File: src/rtl/dfm_pkg.sv
// Package for the drive fault monitor: register map, field layouts, timing constants
`default_nettype none
package dfm_pkg;
   // Register byte offsets
   localparam logic [7:0] REG_CTRL = 8'h00;
   localparam logic [7:0] REG_BLOCK_SEL = 8'h04;
   localparam logic [7:0] REG_BLOCKED_TIME = 8'h08;
   localparam logic [7:0] REG_POS_SPEED = 8'h0c;
   localparam logic [7:0] REG_NEG_SPEED = 8'h10;
   localparam logic [7:0] REG_FAULTS = 8'h14;
   localparam logic [7:0] REG_ACK = 8'h18;
   localparam logic [7:0] REG_VALUE_BASE = 8'h20; // 16 words, record indices 1..16
   localparam logic [7:0] REG_VALUE_LAST = 8'h5c;

   // Control register fields
   localparam int CTRL_EN_BLOCKED = 0;
   localparam int CTRL_EN_NOCUR = 1;
   localparam int CTRL_EN_MOTOR = 2;
   localparam logic [31:0] CTRL_RESET = 32'h0000_0000;

   // Fault bit positions
   localparam int NUM_FAULTS = 8;
   localparam int F_EXT_A = 0;
   localparam int F_EXT_B = 1;
   localparam int F_BLOCKED = 2;
   localparam int F_NOCUR = 3;
   localparam int F_MOTOR = 4;
   localparam int F_OVERSPEED = 5;
   localparam int F_PSECT = 6;
   localparam int F_PWRLOSS = 7;

   // Scaling: quantities are 16-bit fractions where full scale is 2^14 = 100%
   localparam logic [15:0] CUR_1PCT = 16'h00a4;   // 1% of rated converter current
   localparam logic [15:0] SPD_0P4PCT = 16'h0042; // 0.4% of maximum speed
   localparam logic [15:0] SPD_0P5PCT = 16'h0052; // 0.5% margin
   localparam logic [31:0] BLOCKED_TIME_RESET = 32'h0000_0000;
   localparam logic [15:0] SPEED_LIMIT_RESET = 16'h4000;

   // Control cycle and timing
   localparam int CLK_MHZ = 200;
   localparam int CTRL_CYCLE_US = 1000;
   localparam int CTRL_CYCLE_CLKS = CLK_MHZ * CTRL_CYCLE_US;
   localparam int NOCUR_TIME_MS = 500;
   localparam int NOCUR_CYCLES = NOCUR_TIME_MS * 1000 / CTRL_CYCLE_US;

   // Operating states
   typedef enum logic [1:0] {OP_OTHER, OP_PRE_RUN, OP_RUN, OP_POWER_UP} dfm_opstate_e;

   // Drive measurements in one bundle
   typedef struct packed {
      logic limit_pos;
      logic limit_neg;
      logic alpha_at_limit;
      logic [15:0] armature_current;
      logic signed [15:0] actual_speed;
      logic [31:0] motor_i2t;
      logic [31:0] motor_i2t_limit;
      logic [31:0] psect_i2t;
      logic [31:0] psect_i2t_limit;
   } dfm_meas_s;
endpackage
`default_nettype wire

File: src/rtl/dfm_monitor.sv
// Drive fault monitor: external, blocked, no-current, overload, overspeed, power-loss faults
// Summary of operation
// - Block A fault on any selected input
// - Block B fault on any selected input
// - Fault value index one, diagnostics 2..16
// - Blocked: limit, current above 1%, speed low
// - Blocked after programmed time, restart on drop
// - No current: angle limit 500 ms, low current
// - Motor overload at i2t level for 110%
// - Overspeed beyond thresholds plus 0.5%
// - Power-section overload at configured i2t limit
// - Power loss with unacked fault at start-up
// - Drive monitors only in run, pre-run
// - Three monitors disabled until enabled
//
// The register offsets and the AXI4-Lite register port were left to the implementer.
`default_nettype none
module dfm_monitor (
   // Clock and reset
   input wire logic aclk,
   input wire logic aresetn,
   // AXI4-Lite write address
   input wire logic [7:0] s_axi_awaddr,
   input wire logic s_axi_awvalid,
   output logic s_axi_awready,
   // AXI4-Lite write data
   input wire logic [31:0] s_axi_wdata,
   input wire logic [3:0] s_axi_wstrb,
   input wire logic s_axi_wvalid,
   output logic s_axi_wready,
   // AXI4-Lite write response
   output logic [1:0] s_axi_bresp,
   output logic s_axi_bvalid,
   input wire logic s_axi_bready,
   // AXI4-Lite read address
   input wire logic [7:0] s_axi_araddr,
   input wire logic s_axi_arvalid,
   output logic s_axi_arready,
   // AXI4-Lite read data
   output logic [31:0] s_axi_rdata,
   output logic [1:0] s_axi_rresp,
   output logic s_axi_rvalid,
   input wire logic s_axi_rready,
   // Drive state and measurements
   input wire logic [1:0] op_state,
   input wire logic [3:0] free_block_a,
   input wire logic [3:0] free_block_b,
   input wire dfm_pkg::dfm_meas_s meas,
   input wire logic [15:0] diag_in [2:16],
   // Power-loss memory, kept by the retentive store outside
   input wire logic unacked_at_power_down,
   input wire logic [7:0] last_fault_code,
   // Fault outputs
   output logic [7:0] fault_active,
   output logic fault_any
);

   logic [31:0] ctrl_r;
   logic [7:0] sel_r; // [3:0] block A mask, [7:4] block B mask
   logic [31:0] blocked_time_r;
   logic [15:0] pos_speed_r;
   logic [15:0] neg_speed_r;
   logic [7:0] fault_r;
   logic [15:0] value_r [1:16];
   logic [17:0] div_r;
   logic tick;
   logic [31:0] blocked_cnt_r;
   logic [15:0] nocur_cnt_r;
   logic started_r;
   logic run_state;
   logic [7:0] raise;
   logic [15:0] raise_val [0:7];
   logic aw_held_r, w_held_r;
   logic [7:0] aw_addr_r;
   logic [31:0] w_data_r;
   logic [7:0] ack_pulse;
   logic blocked_cond, nocur_cond;
   logic signed [17:0] spd_ext, pos_lim, neg_lim;

   // Control-cycle enable pulse
   always_ff @(posedge aclk) begin
      if (!aresetn || div_r == 18'(dfm_pkg::CTRL_CYCLE_CLKS - 1)) begin
         div_r <= '0;
      end else begin
         div_r <= div_r + 18'h00001;
      end
   end
   assign tick = (div_r == 18'(dfm_pkg::CTRL_CYCLE_CLKS - 1));

   // Drive monitors gated by operating state
   assign run_state = (op_state == dfm_pkg::OP_RUN) || (op_state == dfm_pkg::OP_PRE_RUN);

   // Blocked drive condition
   assign blocked_cond = (meas.limit_pos || meas.limit_neg) &&
      (meas.armature_current > dfm_pkg::CUR_1PCT) &&
      ((meas.actual_speed < $signed(dfm_pkg::SPD_0P4PCT)) &&
       (meas.actual_speed > -$signed(dfm_pkg::SPD_0P4PCT)));
   assign nocur_cond = meas.alpha_at_limit && (meas.armature_current < dfm_pkg::CUR_1PCT);

   // Blocked timer counts control cycles, restarts when any condition drops
   always_ff @(posedge aclk) begin
      if (!aresetn || !blocked_cond || !run_state) begin
         blocked_cnt_r <= '0;
      end else if (tick && blocked_cnt_r != 32'hffff_ffff) begin
         blocked_cnt_r <= blocked_cnt_r + 32'h1;
      end
   end

   // No-current timer
   always_ff @(posedge aclk) begin
      if (!aresetn || !nocur_cond || !run_state) begin
         nocur_cnt_r <= '0;
      end else if (tick && nocur_cnt_r != 16'hffff) begin
         nocur_cnt_r <= nocur_cnt_r + 16'h1;
      end
   end

   // Overspeed thresholds widened by the margin
   assign spd_ext = 18'(meas.actual_speed);
   assign pos_lim = $signed({2'b00, pos_speed_r}) + $signed({2'b00, dfm_pkg::SPD_0P5PCT});
   assign neg_lim = -($signed({2'b00, neg_speed_r}) + $signed({2'b00, dfm_pkg::SPD_0P5PCT}));

   // Raise conditions and their fault values
   always_comb begin
      raise = '0;
      for (int i = 0; i < 8; i++) begin
         raise_val[i] = '0;
      end
      // External faults report the lowest triggering index
      for (int i = 3; i >= 0; i--) begin
         if (free_block_a[i] && sel_r[i]) begin
            raise[dfm_pkg::F_EXT_A] = 1'b1;
            raise_val[dfm_pkg::F_EXT_A] = 16'(i + 1);
         end
         if (free_block_b[i] && sel_r[i + 4]) begin
            raise[dfm_pkg::F_EXT_B] = 1'b1;
            raise_val[dfm_pkg::F_EXT_B] = 16'(i + 1);
         end
      end
      if (run_state) begin
         raise[dfm_pkg::F_BLOCKED] = ctrl_r[dfm_pkg::CTRL_EN_BLOCKED] &&
            (blocked_cnt_r > blocked_time_r);
         raise[dfm_pkg::F_NOCUR] = ctrl_r[dfm_pkg::CTRL_EN_NOCUR] &&
            (nocur_cnt_r > 16'(dfm_pkg::NOCUR_CYCLES));
         raise[dfm_pkg::F_MOTOR] = ctrl_r[dfm_pkg::CTRL_EN_MOTOR] &&
            (meas.motor_i2t >= meas.motor_i2t_limit);
         raise[dfm_pkg::F_OVERSPEED] = (spd_ext > pos_lim) || (spd_ext < neg_lim);
         raise[dfm_pkg::F_PSECT] = meas.psect_i2t >= meas.psect_i2t_limit;
      end
      raise_val[dfm_pkg::F_OVERSPEED] = (spd_ext > pos_lim) ? 16'h0001 : 16'h0002;
      raise_val[dfm_pkg::F_PWRLOSS] = {8'h00, last_fault_code};
   end

   // Start-up check runs once after reset release
   always_ff @(posedge aclk) begin
      if (!aresetn) begin
         started_r <= 1'b0;
      end else begin
         started_r <= 1'b1;
      end
   end

   // Latched faults; set wins over acknowledge
   always_ff @(posedge aclk) begin
      if (!aresetn) begin
         fault_r <= '0;
      end else begin
         for (int i = 0; i < dfm_pkg::NUM_FAULTS; i++) begin
            if (raise[i] || (i == dfm_pkg::F_PWRLOSS && !started_r && unacked_at_power_down)) begin
               fault_r[i] <= 1'b1;
            end else if (ack_pulse[i]) begin
               fault_r[i] <= 1'b0;
            end
         end
      end
   end

   // Fault value record: captured at the first raise while nothing is latched
   always_ff @(posedge aclk) begin
      if (!aresetn) begin
         for (int k = 1; k <= 16; k++) begin
            value_r[k] <= '0;
         end
      end else if (fault_r == '0) begin
         for (int i = dfm_pkg::NUM_FAULTS - 1; i >= 0; i--) begin
            if (raise[i] || (i == dfm_pkg::F_PWRLOSS && !started_r && unacked_at_power_down)) begin
               value_r[1] <= raise_val[i];
               for (int k = 2; k <= 16; k++) begin
                  value_r[k] <= diag_in[k];
               end
            end
         end
      end
   end

   assign fault_active = fault_r;
   assign fault_any = |fault_r;

   // AXI write channel capture, either order
   always_ff @(posedge aclk) begin
      if (!aresetn) begin
         aw_held_r <= 1'b0;
         w_held_r <= 1'b0;
         aw_addr_r <= '0;
         w_data_r <= '0;
      end else if (aw_held_r && w_held_r) begin
         aw_held_r <= 1'b0;
         w_held_r <= 1'b0;
      end else begin
         if (s_axi_awvalid && s_axi_awready) begin
            aw_held_r <= 1'b1;
            aw_addr_r <= s_axi_awaddr;
         end
         if (s_axi_wvalid && s_axi_wready) begin
            w_held_r <= 1'b1;
            w_data_r <= s_axi_wdata;
         end
      end
   end
   assign s_axi_awready = !aw_held_r && !s_axi_bvalid;
   assign s_axi_wready = !w_held_r && !s_axi_bvalid;

   // Register writes; byte strobes ignored entirely for simplicity
   always_ff @(posedge aclk) begin
      if (!aresetn) begin
         ctrl_r <= dfm_pkg::CTRL_RESET;
         sel_r <= '0;
         blocked_time_r <= dfm_pkg::BLOCKED_TIME_RESET;
         pos_speed_r <= dfm_pkg::SPEED_LIMIT_RESET;
         neg_speed_r <= dfm_pkg::SPEED_LIMIT_RESET;
      end else if (aw_held_r && w_held_r) begin
         case (aw_addr_r)
            dfm_pkg::REG_CTRL: ctrl_r <= w_data_r;
            dfm_pkg::REG_BLOCK_SEL: sel_r <= w_data_r[7:0];
            dfm_pkg::REG_BLOCKED_TIME: blocked_time_r <= w_data_r;
            dfm_pkg::REG_POS_SPEED: pos_speed_r <= w_data_r[15:0];
            dfm_pkg::REG_NEG_SPEED: neg_speed_r <= w_data_r[15:0];
            default: ;
         endcase
      end
   end
   assign ack_pulse = (aw_held_r && w_held_r && aw_addr_r == dfm_pkg::REG_ACK) ? w_data_r[7:0] : 8'h00;

   // Write response
   always_ff @(posedge aclk) begin
      if (!aresetn) begin
         s_axi_bvalid <= 1'b0;
         s_axi_bresp <= 2'b00;
      end else if (aw_held_r && w_held_r) begin
         s_axi_bvalid <= 1'b1;
         s_axi_bresp <= (aw_addr_r <= dfm_pkg::REG_ACK) ? 2'b00 : 2'b10;
      end else if (s_axi_bready) begin
         s_axi_bvalid <= 1'b0;
      end
   end

   // Read channel, one cycle after address taken
   assign s_axi_arready = !s_axi_rvalid;
   always_ff @(posedge aclk) begin
      if (!aresetn) begin
         s_axi_rvalid <= 1'b0;
         s_axi_rdata <= '0;
         s_axi_rresp <= 2'b00;
      end else if (s_axi_arvalid && s_axi_arready) begin
         s_axi_rvalid <= 1'b1;
         s_axi_rresp <= 2'b00;
         case (s_axi_araddr)
            dfm_pkg::REG_CTRL: s_axi_rdata <= ctrl_r;
            dfm_pkg::REG_BLOCK_SEL: s_axi_rdata <= {24'h0, sel_r};
            dfm_pkg::REG_BLOCKED_TIME: s_axi_rdata <= blocked_time_r;
            dfm_pkg::REG_POS_SPEED: s_axi_rdata <= {16'h0, pos_speed_r};
            dfm_pkg::REG_NEG_SPEED: s_axi_rdata <= {16'h0, neg_speed_r};
            dfm_pkg::REG_FAULTS: s_axi_rdata <= {24'h0, fault_r};
            dfm_pkg::REG_ACK: s_axi_rdata <= '0;
            default: begin
               if (s_axi_araddr >= dfm_pkg::REG_VALUE_BASE && s_axi_araddr <= dfm_pkg::REG_VALUE_LAST &&
                   s_axi_araddr[1:0] == 2'b00) begin
                  s_axi_rdata <= {16'h0, value_r[5'(((s_axi_araddr - dfm_pkg::REG_VALUE_BASE) >> 2) + 8'h01)]};
               end else begin
                  s_axi_rdata <= '0;
                  s_axi_rresp <= 2'b10;
               end
            end
         endcase
      end else if (s_axi_rready) begin
         s_axi_rvalid <= 1'b0;
      end
   end

endmodule // dfm_monitor
`default_nettype wire

File: config.mk
export PLATFORM = sky130hd
export DESIGN_NAME = dfm_monitor
export DESIGN_NICKNAME = d
export VERILOG_FILES = /design/src/rtl/dfm_pkg.sv /design/src/rtl/dfm_monitor.sv
export SDC_FILE = /design/constraint.sdc
export NUM_CORES = 1
export LEC_CHECK = 0
export ABC_AREA = 1
export BUFFER_PORTS_ARGS = -buffer_cell sky130_fd_sc_hd__buf_2
export CORE_AREA = 2 2 187 281
export CTS_CLUSTER_SIZE = 28
export DETAILED_ROUTE_END_ITERATION = 10
export DIE_AREA = 0 0 189 283
export GPL_TIMING_DRIVEN = 0
export PLACE_DENSITY_LB_ADDON = 0.25
export SYNTH_ARGS = -nofsm -noshare
export SYNTH_HDL_FRONTEND = slang
export SYNTH_SLANG_ARGS = --single-unit
File: constraint.sdc
create_clock -name aclk -period 26.6 [get_ports aclk]
set_clock_uncertainty 0.15 [all_clocks]
set_input_delay 6.65 -clock aclk [delete_from_list [all_inputs] [get_ports aclk]]
set_output_delay 6.65 -clock aclk [all_outputs]
set_load 0.01 [all_outputs]
==> results of run 1 <==
[synthesized netlist by cell type, types with 4 or more instances]
library cell and number:
a221oi_1 16, nor3_1 46, nor2_1 491, o211ai_1 26, a22oi_1 16, xor2_1 22, ha_1 137, edfxtp_1 248
nor3b_1 11, nor4_1 15, and3_1 5, nand3_1 78, buf_1 7, buf_4 21, clkbuf_1 109, o21ai_0 197
o311ai_0 22, o22ai_1 35, o21a_1 11, nand2_1 482, nand4_1 28, xnor2_1 5, a21oi_1 301, a21o_1 4
a31oi_1 15, inv_1 557, a211oi_1 55, dfxtp_1 257, a2111oi_0 5, o31ai_1 11
[layout make-up]
type                            instances  area [sq um]  share of cell area
Sequential cell                       505         12600               0.397
Multi-Input combinational cell       2056         10900               0.344
Timing Repair Buffer                  552          2850              0.0898
Inverter                              562          2110              0.0666
Clock buffer                           62          1350              0.0425
Tap cell                              676           846              0.0267
Buffer                                143           642              0.0203
Clock inverter                         27           380              0.0120
Antenna cell                           11          27.5            0.000869
[cells by family (layout without fill, tap and decap cells)]
logic type | count (synthesis) | in the layout | synth area share
flops | 505 | 505 | 0.480
buf+inv | 705 | 1346 | 0.105
xor+xnor | 27 | 27 | 0.00901
other cells | 1 | 13 | 0.000143
fa+ha+maj | 137 | 137 | 0.0653
compound gates | 725 | 725 | 0.160
simple gates | 1165 | 1165 | 0.181
[metal layers]
layer / vias up / share of wire / GRT usage
met5: - / 0 / 0
met1: 11100 / 0.35 / 0.329
met3: 286 / 0.066 / 0.0377
met2: 1073 / 0.50 / 0.550
li1: 12000 / - / -
met4: 0 / 0.085 / 0.226
[worst max-delay path by stage]
stage                     slack [ps]         endpoint
after floorplan                 7140   value_r[10][0]
after global placement          2520   value_r[9][13]
after detailed placement       14890  s_axi_rdata[14]
after CTS                      15470  s_axi_rdata[14]
after global routing           15140  s_axi_rdata[12]
final                          15340  s_axi_rdata[14]
[state kept, by name (all words and copies together) (netlist names), 8 cells and up]
name,flops
aw_addr_r,8
blocked_cnt_r,32
blocked_time_r,32
ctrl_r,32
div_r,18
fault_active,8
neg_speed_r,16
nocur_cnt_r,16
pos_speed_r,16
s_axi_rdata,32
sel_r,8
value_r,248
w_data_r,32
[worst reg2reg max path, delay by kind of cell (launching register included)]
family	cells	cell delay [ps]
AOI/OAI and AO/OA	1	210
buffers and inverters	8	1820
xor gates and xnor gates	1	200
DFF	1	440
adders and majority gates	2	490
and+or+nand+nor	18	2120
[power by group through the flow]
stage | sequential (W) | clock, W | combinational [W]
finish | 0.000917 | 0.000749 | 0.000271
global route | 0.000921 | 0.000781 | 0.000297
CTS | 0.000915 | 0.000752 | 0.000268
detailed placement | 0.000931 | 0 | 0.000266
global placement | 0.000960 | 0 | 0.000254
floorplan | 0.000943 | 0 | 0.000147
[stage by stage]
| step | hold WS (ps) | power [W] | area, sq um |
|---|---|---|---|
| after detailed placement | 299 | 0.00120 | 29900 |
| after floorplan | 280 | 0.00109 | 26200 |
| after global placement | 290 | 0.00121 | 29700 |
| after global routing | 328 | 0.00200 | 31700 |
| after CTS | 307 | 0.00194 | 31700 |
| final | 303 | 0.00194 | 31700 |
==> results.json, run 1 <==
{
  "crit_buf_inv": 9,
  "fillerInstances": 4646,
  "cp_slowest_cell": "clkbuf_1",
  "grt_pass1_wl_um": 126000,
  "p_leak_nw": 14.5,
  "switching_share": 0.261,
  "ant_nets": 0,
  "slew_headroom": 0.212,
  "gp_congestion": 0.990,
  "synthCells": 3265,
  "critPathMaxFanout": 11,
  "vias_per_cell": 5.33,
  "worst_pin_slew_ps": 1150,
  "mostFrequentLayoutCells": "557 x inv_1, 527 x buf_2, 491 x nor2_1",
  "numCtsBuffers": 48,
  "wl_per_cell_um": 18.4,
  "dr_total_vias": 24500,
  "synth_top_area_frac": 0.284,
  "grt_overflow_total": 0,
  "syn-cell-area_sq_mm": 0.0262,
  "cp.required_ps": 26950,
  "p_int_w": 0.00143,
  "nNetsFinal": 4486,
  "comb_power_share": 0.140,
  "drive_gt1_frac": 0.170,
  "ys_ff_latch": 505,
  "fmax_mhz": 88.8,
  "slowest_delay_ps": 650,
  "cpMostUsedCell": "clkbuf_1",
  "drc_errors": 0,
  "ios": 531,
  "postRouteWirelength_um": 84400,
  "syn_area_per_cell_sq_um": 8.03,
  "clkPwrFrac": 0.387,
  "cp-end-kind": "register",
  "cp_top_family": "buffers and inverters",
  "area_delta_synth_final_pct": 20.8,
  "synthFlopType": "dfxtp_1",
  "tritoncts": "done",
  "first_pass_iters": 6,
  "crit_type": "input pin to register",
  "synth_edf_count": 248,
  "reg2reg_to": "value_r[9][14]",
  "hold_end": "ctrl_r[22]",
  "fin_setup_tns_ps": 0,
  "cts_buffer_depth": 3,
  "fin_cells": 4594,
  "dieArea_sq_mm": 0.0535,
  "drtIter0Drc": 1729,
  "antenna_found_initial": 9,
  "yosysTopAreaCell": "edfxtp_1",
  "grt_max_degree": 16,
  "hold_buffers": 0,
  "num_rows": 102,
  "r2r_start": "pos_speed_r[1]",
  "pre_cts_slack_ps": 14890,
  "dp.cells": 4494,
  "ff2ff_path_depth": 30,
  "cts-root-buf": "clkbuf_16",
  "ir_worst_vdd_mv": 0.0559,
  "die_y_um": 283,
  "ys.warnings.count": 0,
  "setup_ws_ps": 15340,
  "layout_commonest_cell": "inv_1",
  "htreeDepth": 2,
  "hold_start": "ctrl_r[22]",
  "min_path_cells": 2,
  "ff2ff_setup_slack_ps": 20900,
  "seq_area_frac_synth": 0.480,
  "holdCritPathClass": "register to register",
  "crit_arrival_ps": 11610,
  "clk_pin_slew_ps": 60,
  "ys_types": 49,
  "cts.repair.resized": 0,
  "power_density_mw_per_mm2": 61.1,
  "worstPathCellList": "buf_2, clkbuf_1, clkinv_1, clkbuf_1, clkbuf_1, ha_1, clkbuf_1, inv_1, clkbuf_1, clkbuf_1, a21oi_1, a22oi_1, nand2_1, o311ai_0, nand2_1, nand2_1, o211ai_1, a31oi_1",
  "hold_viol": 0,
  "cts_setup_buffers": 0,
  "start_util": 0.513,
  "die_w_um": 189,
  "seqPwrFrac": 0.473,
  "rsz0062_at_grt": "no",
  "setup_viol": 0,
  "fin_crit_ps": 11260,
  "hpwl_um": 68300,
  "yosys-top-cells-area": "edfxtp_1 28%, dfxtp_1 20%, inv_1 8.0%, nor2_1 7.0%, nand2_1 6.9%",
  "portBuffers": 524,
  "startpoint_type": "input pin",
  "crit_start": "s_axi_araddr[2]",
  "switching_power_w": 0.000505,
  "crit_cells": 18,
  "fin_util": 0.619,
  "core_area_sq_mm": 0.0512,
  "finalMaxSlewViolations": 0,
  "synthArstFlopShare": 0,
  "maxCapViolations": 0,
  "clock-sinks": 505,
  "first_global_vias": 23600,
  "grt.total_usage": 0.307,
  "worstSkewPairLatency_ps": 580,
  "status": "completed",
  "fin_crit_sh": 0.423
}
(Power assumes the default switching activity.)
==> inputs of run 2 (changes only) <==
Settings changed: CORE_AREA 2 2 187 281 to 2 2 191 286, DIE_AREA 0 0 189 283 to 0 0 193 288.
Clock period 26.6 ns to 9.5 ns, I/O delays scaled along.
==> run 2 against run 1 <==
Combinational power rose to 2.8 times the previous value. Worst hold slack about the same. First-iteration DRC count up 7.8%. Clock-buffer cell count up 4. Flip-flop and latch count unchanged. Register-to-register slack worse by 17000 ps. Final area down 0.38%. Global-route usage down 0.94 points. Largest cell class unchanged. Highest routed layer is now met5.
==> results.json, run 2 (same netlist as run 1, synthesis figures left out) <==
{
  "die_y_um": 288,
  "mostFrequentLayoutCells": "556 x inv_1, 527 x buf_2, 491 x nor2_1",
  "nNetsFinal": 4487,
  "postRouteWirelength_um": 84100,
  "clk_pin_slew_ps": 70,
  "grt_pass1_wl_um": 124000,
  "fmax_mhz": 142,
  "fin_cells": 4602,
  "hpwl_um": 68100,
  "crit_type": "input pin to register",
  "cp_slowest_cell": "a221oi_1",
  "wl_per_cell_um": 18.3,
  "drtIter0Drc": 1864,
  "cts-root-buf": "clkbuf_16",
  "worst_pin_slew_ps": 1300,
  "holdWs_ps": 304,
  "numCtsBuffers": 49,
  "first_pass_iters": 6,
  "power_density_mw_per_mm2": 167,
  "startpoint_type": "input pin",
  "setup_ws_ps": 2480,
  "dr_total_vias": 24300,
  "core_area_sq_mm": 0.0534,
  "placed_cell_area_sq_mm": 0.0300,
  "rsz0062_at_grt": "no",
  "crit_buf_inv": 9,
  "dp.cells": 4507,
  "crit_arrival_ps": 7390,
  "worstSkewPairLatency_ps": 610,
  "cp.required_ps": 9860,
  "num_rows": 104,
  "cts_setup_buffers": 0,
  "gp_congestion": 0.944,
  "dieArea_sq_mm": 0.0556,
  "portBuffers": 524,
  "die_w_um": 193,
  "drc_errors": 0,
  "ir_worst_vdd_mv": 0.171,
  "setup_viol": 0,
  "ios": 531,
  "cp-end-kind": "register",
  "fin_crit_sh": 0.739,
  "grt_max_degree": 15,
  "clock-sinks": 505,
  "regMostFlops": "value_r",
  "hold_buffers": 0,
  "design_area_sq_mm": 0.0316,
  "grt.total_usage": 0.298,
  "cpMostUsedCell": "clkbuf_1",
  "status": "completed",
  "p_leak_nw": 14.5,
  "area_delta_synth_final_pct": 20.3,
  "worstPathCellList": "buf_2, clkbuf_1, clkinv_1, clkbuf_1, clkbuf_1, ha_1, clkbuf_1, inv_1, clkbuf_1, clkbuf_1, a21oi_1, a221oi_1, o31ai_1, nand2_1, o211ai_1, a31oi_1",
  "ant_nets": 0,
  "holdCritPathClass": "register to register",
  "antenna_found_initial": 7,
  "pre_cts_slack_ps": 1980,
  "slew_headroom": 0.128,
  "grt_overflow_total": 0,
  "largest_register_ffs": 248,
  "critPathMaxFanout": 11,
  "drive_gt1_frac": 0.169,
  "htreeDepth": 2,
  "slowest_delay_ps": 690,
  "layout_commonest_cell": "inv_1",
  "start_util": 0.492,
  "cts_buffer_depth": 3,
  "maxCapViolations": 0,
  "hold_viol": 0,
  "fin_crit_ps": 7020,
  "finalMaxSlewViolations": 0,
  "cp_top_family": "buffers and inverters",
  "cts.repair.resized": 0,
  "vias_per_cell": 5.27,
  "tritoncts": "done",
  "first_global_vias": 23000
}
==> run 2: layout make-up <==
| cell class | instances | area, sq um |
|---|---|---|
| Multi-Input combinational cell | 2056 | 10900 |
| Timing Repair Buffer | 552 | 2850 |
| Sequential cell | 505 | 12600 |
| Clock buffer | 66 | 1330 |
| Fill cell | 4979 | 21800 |
| Inverter | 562 | 2120 |
| Tap cell | 689 | 862 |
| Clock inverter | 25 | 262 |
| Buffer | 143 | 642 |
| Antenna cell | 4 | 10.0 |
==> run 2: routing by layer <==
layer / up-vias / track usage / wire, um
met1: 11000 / 0.323 / 30400
li1: 12000 / - / -
met3: 235 / 0.0458 / 5760
met5: - / 0 / 46
met4: 6 / 0.204 / 6320
met2: 1013 / 0.527 / 41600
==> run 2: path summary, 6_finish.rpt <==
kind | startpoint | to | slack (ps) | depth (start not counted)
max reg2reg | pos_speed_r[1] | value_r[11][14] | 4330 | 28
min reg2reg | aw_addr_r[5] | aw_addr_r[5] | 300 | 2
max | s_axi_araddr[2] | s_axi_rdata[6] | 2480 | 16
min | aw_addr_r[5] | aw_addr_r[5] | 300 | 2
==> run 2: stage by stage <==
stage	total power (W)	util	TNS [ps]
finish	0.00529	0.592	0
global route	0.00547	0.592	0
CTS	0.00530	0.591	0
detailed placement	0.00335	0.562	0
global placement	0.00340	0.557	-2582180
floorplan	0.00305	-	-1407140
==> run 2: tightest hold or removal path, stage by stage, from the launching register on <==
cell and delay, ps:
dfxtp_1 300, inv_1 60, a21oi_1 50
==> run 2: report_power, final <==
part / total [W] / switching [W] / internal (W)
sequential: 0.00257 / 0.0000723 / 0.00249
combinational: 0.000757 / 0.000490 / 0.000267
clock: 0.00197 / 0.000866 / 0.00110
total: 0.00529 / 0.00143 / 0.00386
==> inputs of run 3 (changes only) <==
Settings changed: CORE_AREA 2 2 191 286 to 2 2 187 281, DIE_AREA 0 0 193 288 to 0 0 189 283.
Clock period 9.5 ns to 6.5 ns, I/O delays scaled along.
==> run 3 against run 2 <==
The run now ends with max-capacitance violations, max-slew violations left. Sequential power increased by 46%. Flip-flop and latch count is the same. Critical path depth up 2. Routed wire length grew 1.8%. Sequential share of layout area is essentially flat. Final area shrank 0.11%. Worst setup slack lost 2200 ps. Clock power increased by 43%. Critical endpoint is now s_axi_rdata[13]. Largest cell class unchanged.
==> results.json, run 3 (same netlist as run 1, synthesis figures left out) <==
{
  "dieArea_sq_mm": 0.0535,
  "holdCritPathClass": "register to register",
  "die_w_um": 189,
  "slew_headroom": -0.0420,
  "maxCapViolations": 1,
  "start_util": 0.513,
  "first_pass_iters": 6,
  "p_int_w": 0.00560,
  "regMostFlops": "value_r",
  "grt_max_degree": 15,
  "fin_cells": 4590,
  "cp-end-kind": "register",
  "clock-sinks": 505,
  "fmax_mhz": 161,
  "cts_setup_buffers": 0,
  "worstSkewPairLatency_ps": 610,
  "nNetsFinal": 4488,
  "fin_crit_sh": 0.953,
  "slowest_delay_ps": 630,
  "area_delta_synth_final_pct": 20.2,
  "clkPwrFrac": 0.366,
  "largest_register_ffs": 248,
  "pre_cts_slack_ps": -214,
  "power_density_mw_per_mm2": 244,
  "gp_congestion": 0.976,
  "crit_arrival_ps": 6580,
  "cpMostUsedCell": "clkbuf_1",
  "seqPwrFrac": 0.489,
  "dr_total_vias": 24500,
  "vias_per_cell": 5.33,
  "dp.cells": 4493,
  "htreeDepth": 2,
  "cts_buffer_depth": 3,
  "fin_util": 0.616,
  "setup_ws_ps": 306,
  "grt_pass1_wl_um": 130000,
  "first_global_vias": 24200,
  "critPathMaxFanout": 11,
  "hpwl_um": 69500,
  "antenna_found_initial": 10,
  "hold_buffers": 0,
  "worst_pin_slew_ps": 1520,
  "cts-root-buf": "clkbuf_16",
  "status": "complete, but fails checks",
  "postRouteWirelength_um": 85600,
  "layout_commonest_cell": "inv_1",
  "violations": "max-capacitance violations, max-slew violations",
  "cp_slowest_cell": "clkbuf_1",
  "cts.repair.resized": 0,
  "p_leak_nw": 14.5,
  "drive_gt1_frac": 0.169,
  "worstPathCellList": "buf_2, clkbuf_1, clkinv_1, clkbuf_1, clkbuf_1, ha_1, clkbuf_1, inv_1, clkbuf_1, clkbuf_1, a21oi_1, a22oi_1, nand2_1, o311ai_0, nand2_1, nand2_1, o211ai_1, a31oi_1",
  "startpoint_type": "input pin",
  "portBuffers": 524,
  "ir_worst_vdd_mv": 0.240,
  "drtIter0Drc": 1934,
  "comb_power_share": 0.145,
  "mostFrequentLayoutCells": "556 x inv_1, 527 x buf_2, 491 x nor2_1",
  "grt_overflow_total": 0,
  "ff2ff_setup_slack_ps": 570,
  "fin_crit_ps": 6190,
  "num_rows": 102,
  "wl_per_cell_um": 18.7,
  "grt.total_usage": 0.317,
  "hold_viol": 0,
  "cp.required_ps": 6880,
  "drc_errors": 0,
  "switching_power_w": 0.00209,
  "rsz0062_at_grt": "no",
  "switching_share": 0.271,
  "numCtsBuffers": 49,
  "tritoncts": "done",
  "finalMaxSlewViolations": 2,
  "crit_type": "input pin to register",
  "design_area_sq_mm": 0.0315,
  "fillerInstances": 4648,
  "ios": 531,
  "ant_nets": 0,
  "setup_viol": 0,
  "clk_pin_slew_ps": 60,
  "placed_cell_area_sq_mm": 0.0300,
  "core_area_sq_mm": 0.0512,
  "die_y_um": 283
}
-- run 3: cell count changes in the layout (fill, tap and decap cells not counted), moves of 2 or more --
cell	change
clkinv_1	+5
clkinv_8	-2
buf_4	-3
a2111oi_0	+3
bufinv_16	-2
clkbuf_1	-6
buf_6	+5
clkbuf_16	+2
a2111oi_1	-3
clkinvlp_4	-3
diode_2	+3
-- run 3: through the flow --
stage	setup TNS [ps]	hold slack [ps]	power (W)
2_1_floorplan	-1965140	280	0.00446
3_3_place_gp	-3114520	290	0.00497
3_5_place_dp	-599	295	0.00491
4_1_cts	0	304	0.00768
5_1_grt	0	324	0.00794
6_report	0	303	0.00768
-- run 3: final cells by class --
cell class                      instances  area (sq um)  area share
Inverter                              562          2120      0.0671
Timing Repair Buffer                  553          2880      0.0913
Clock inverter                         25           175     0.00556
Multi-Input combinational cell       2056         10900       0.345
Buffer                                143           642      0.0204
Tap cell                              676           846      0.0268
Antenna cell                            7          17.5    0.000556
Sequential cell                       505         12600       0.399
Clock buffer                           63          1370      0.0435
-- run 3: final timing paths --
kind                                      start  depth (start not counted)         endpoint
worst min register to register     aw_addr_r[5]                          2     aw_addr_r[5]
worst min-delay path               aw_addr_r[5]                          2     aw_addr_r[5]
worst max register to register   pos_speed_r[1]                         33    value_r[8][4]
worst max-delay path            s_axi_araddr[2]                         18  s_axi_rdata[13]
-- run 3: per-layer routing --
layer	track usage	up-vias	wire [um]
li1	-	12000	-
met1	0.336	11100	29900
met2	0.568	1072	43100
met3	0.0463	309	5760
met4	0.225	4	6930
met5	0	-	25
-- run 3: critical path: cells and delay by family --
| kind | cells | cell delay [ps] |
|---|---|---|
| AO/OA/AOI/OAI | 5 | 960 |
| adder cells (fa/ha/maj) | 1 | 340 |
| buffers and inverters | 9 | 3250 |
| AND/OR/NAND/NOR | 3 | 360 |
-- run 3: power groups by stage --
| stage | Sequential, W | Clock (W) | Combinational (W) |
|---|---|---|---|
| CTS | 0.00375 | 0.00283 | 0.00110 |
| finish | 0.00376 | 0.00281 | 0.00112 |
| floorplan | 0.00386 | 0 | 0.000601 |
| detailed placement | 0.00382 | 0 | 0.00109 |
| global placement | 0.00393 | 0 | 0.00104 |
| global route | 0.00377 | 0.00295 | 0.00123 |
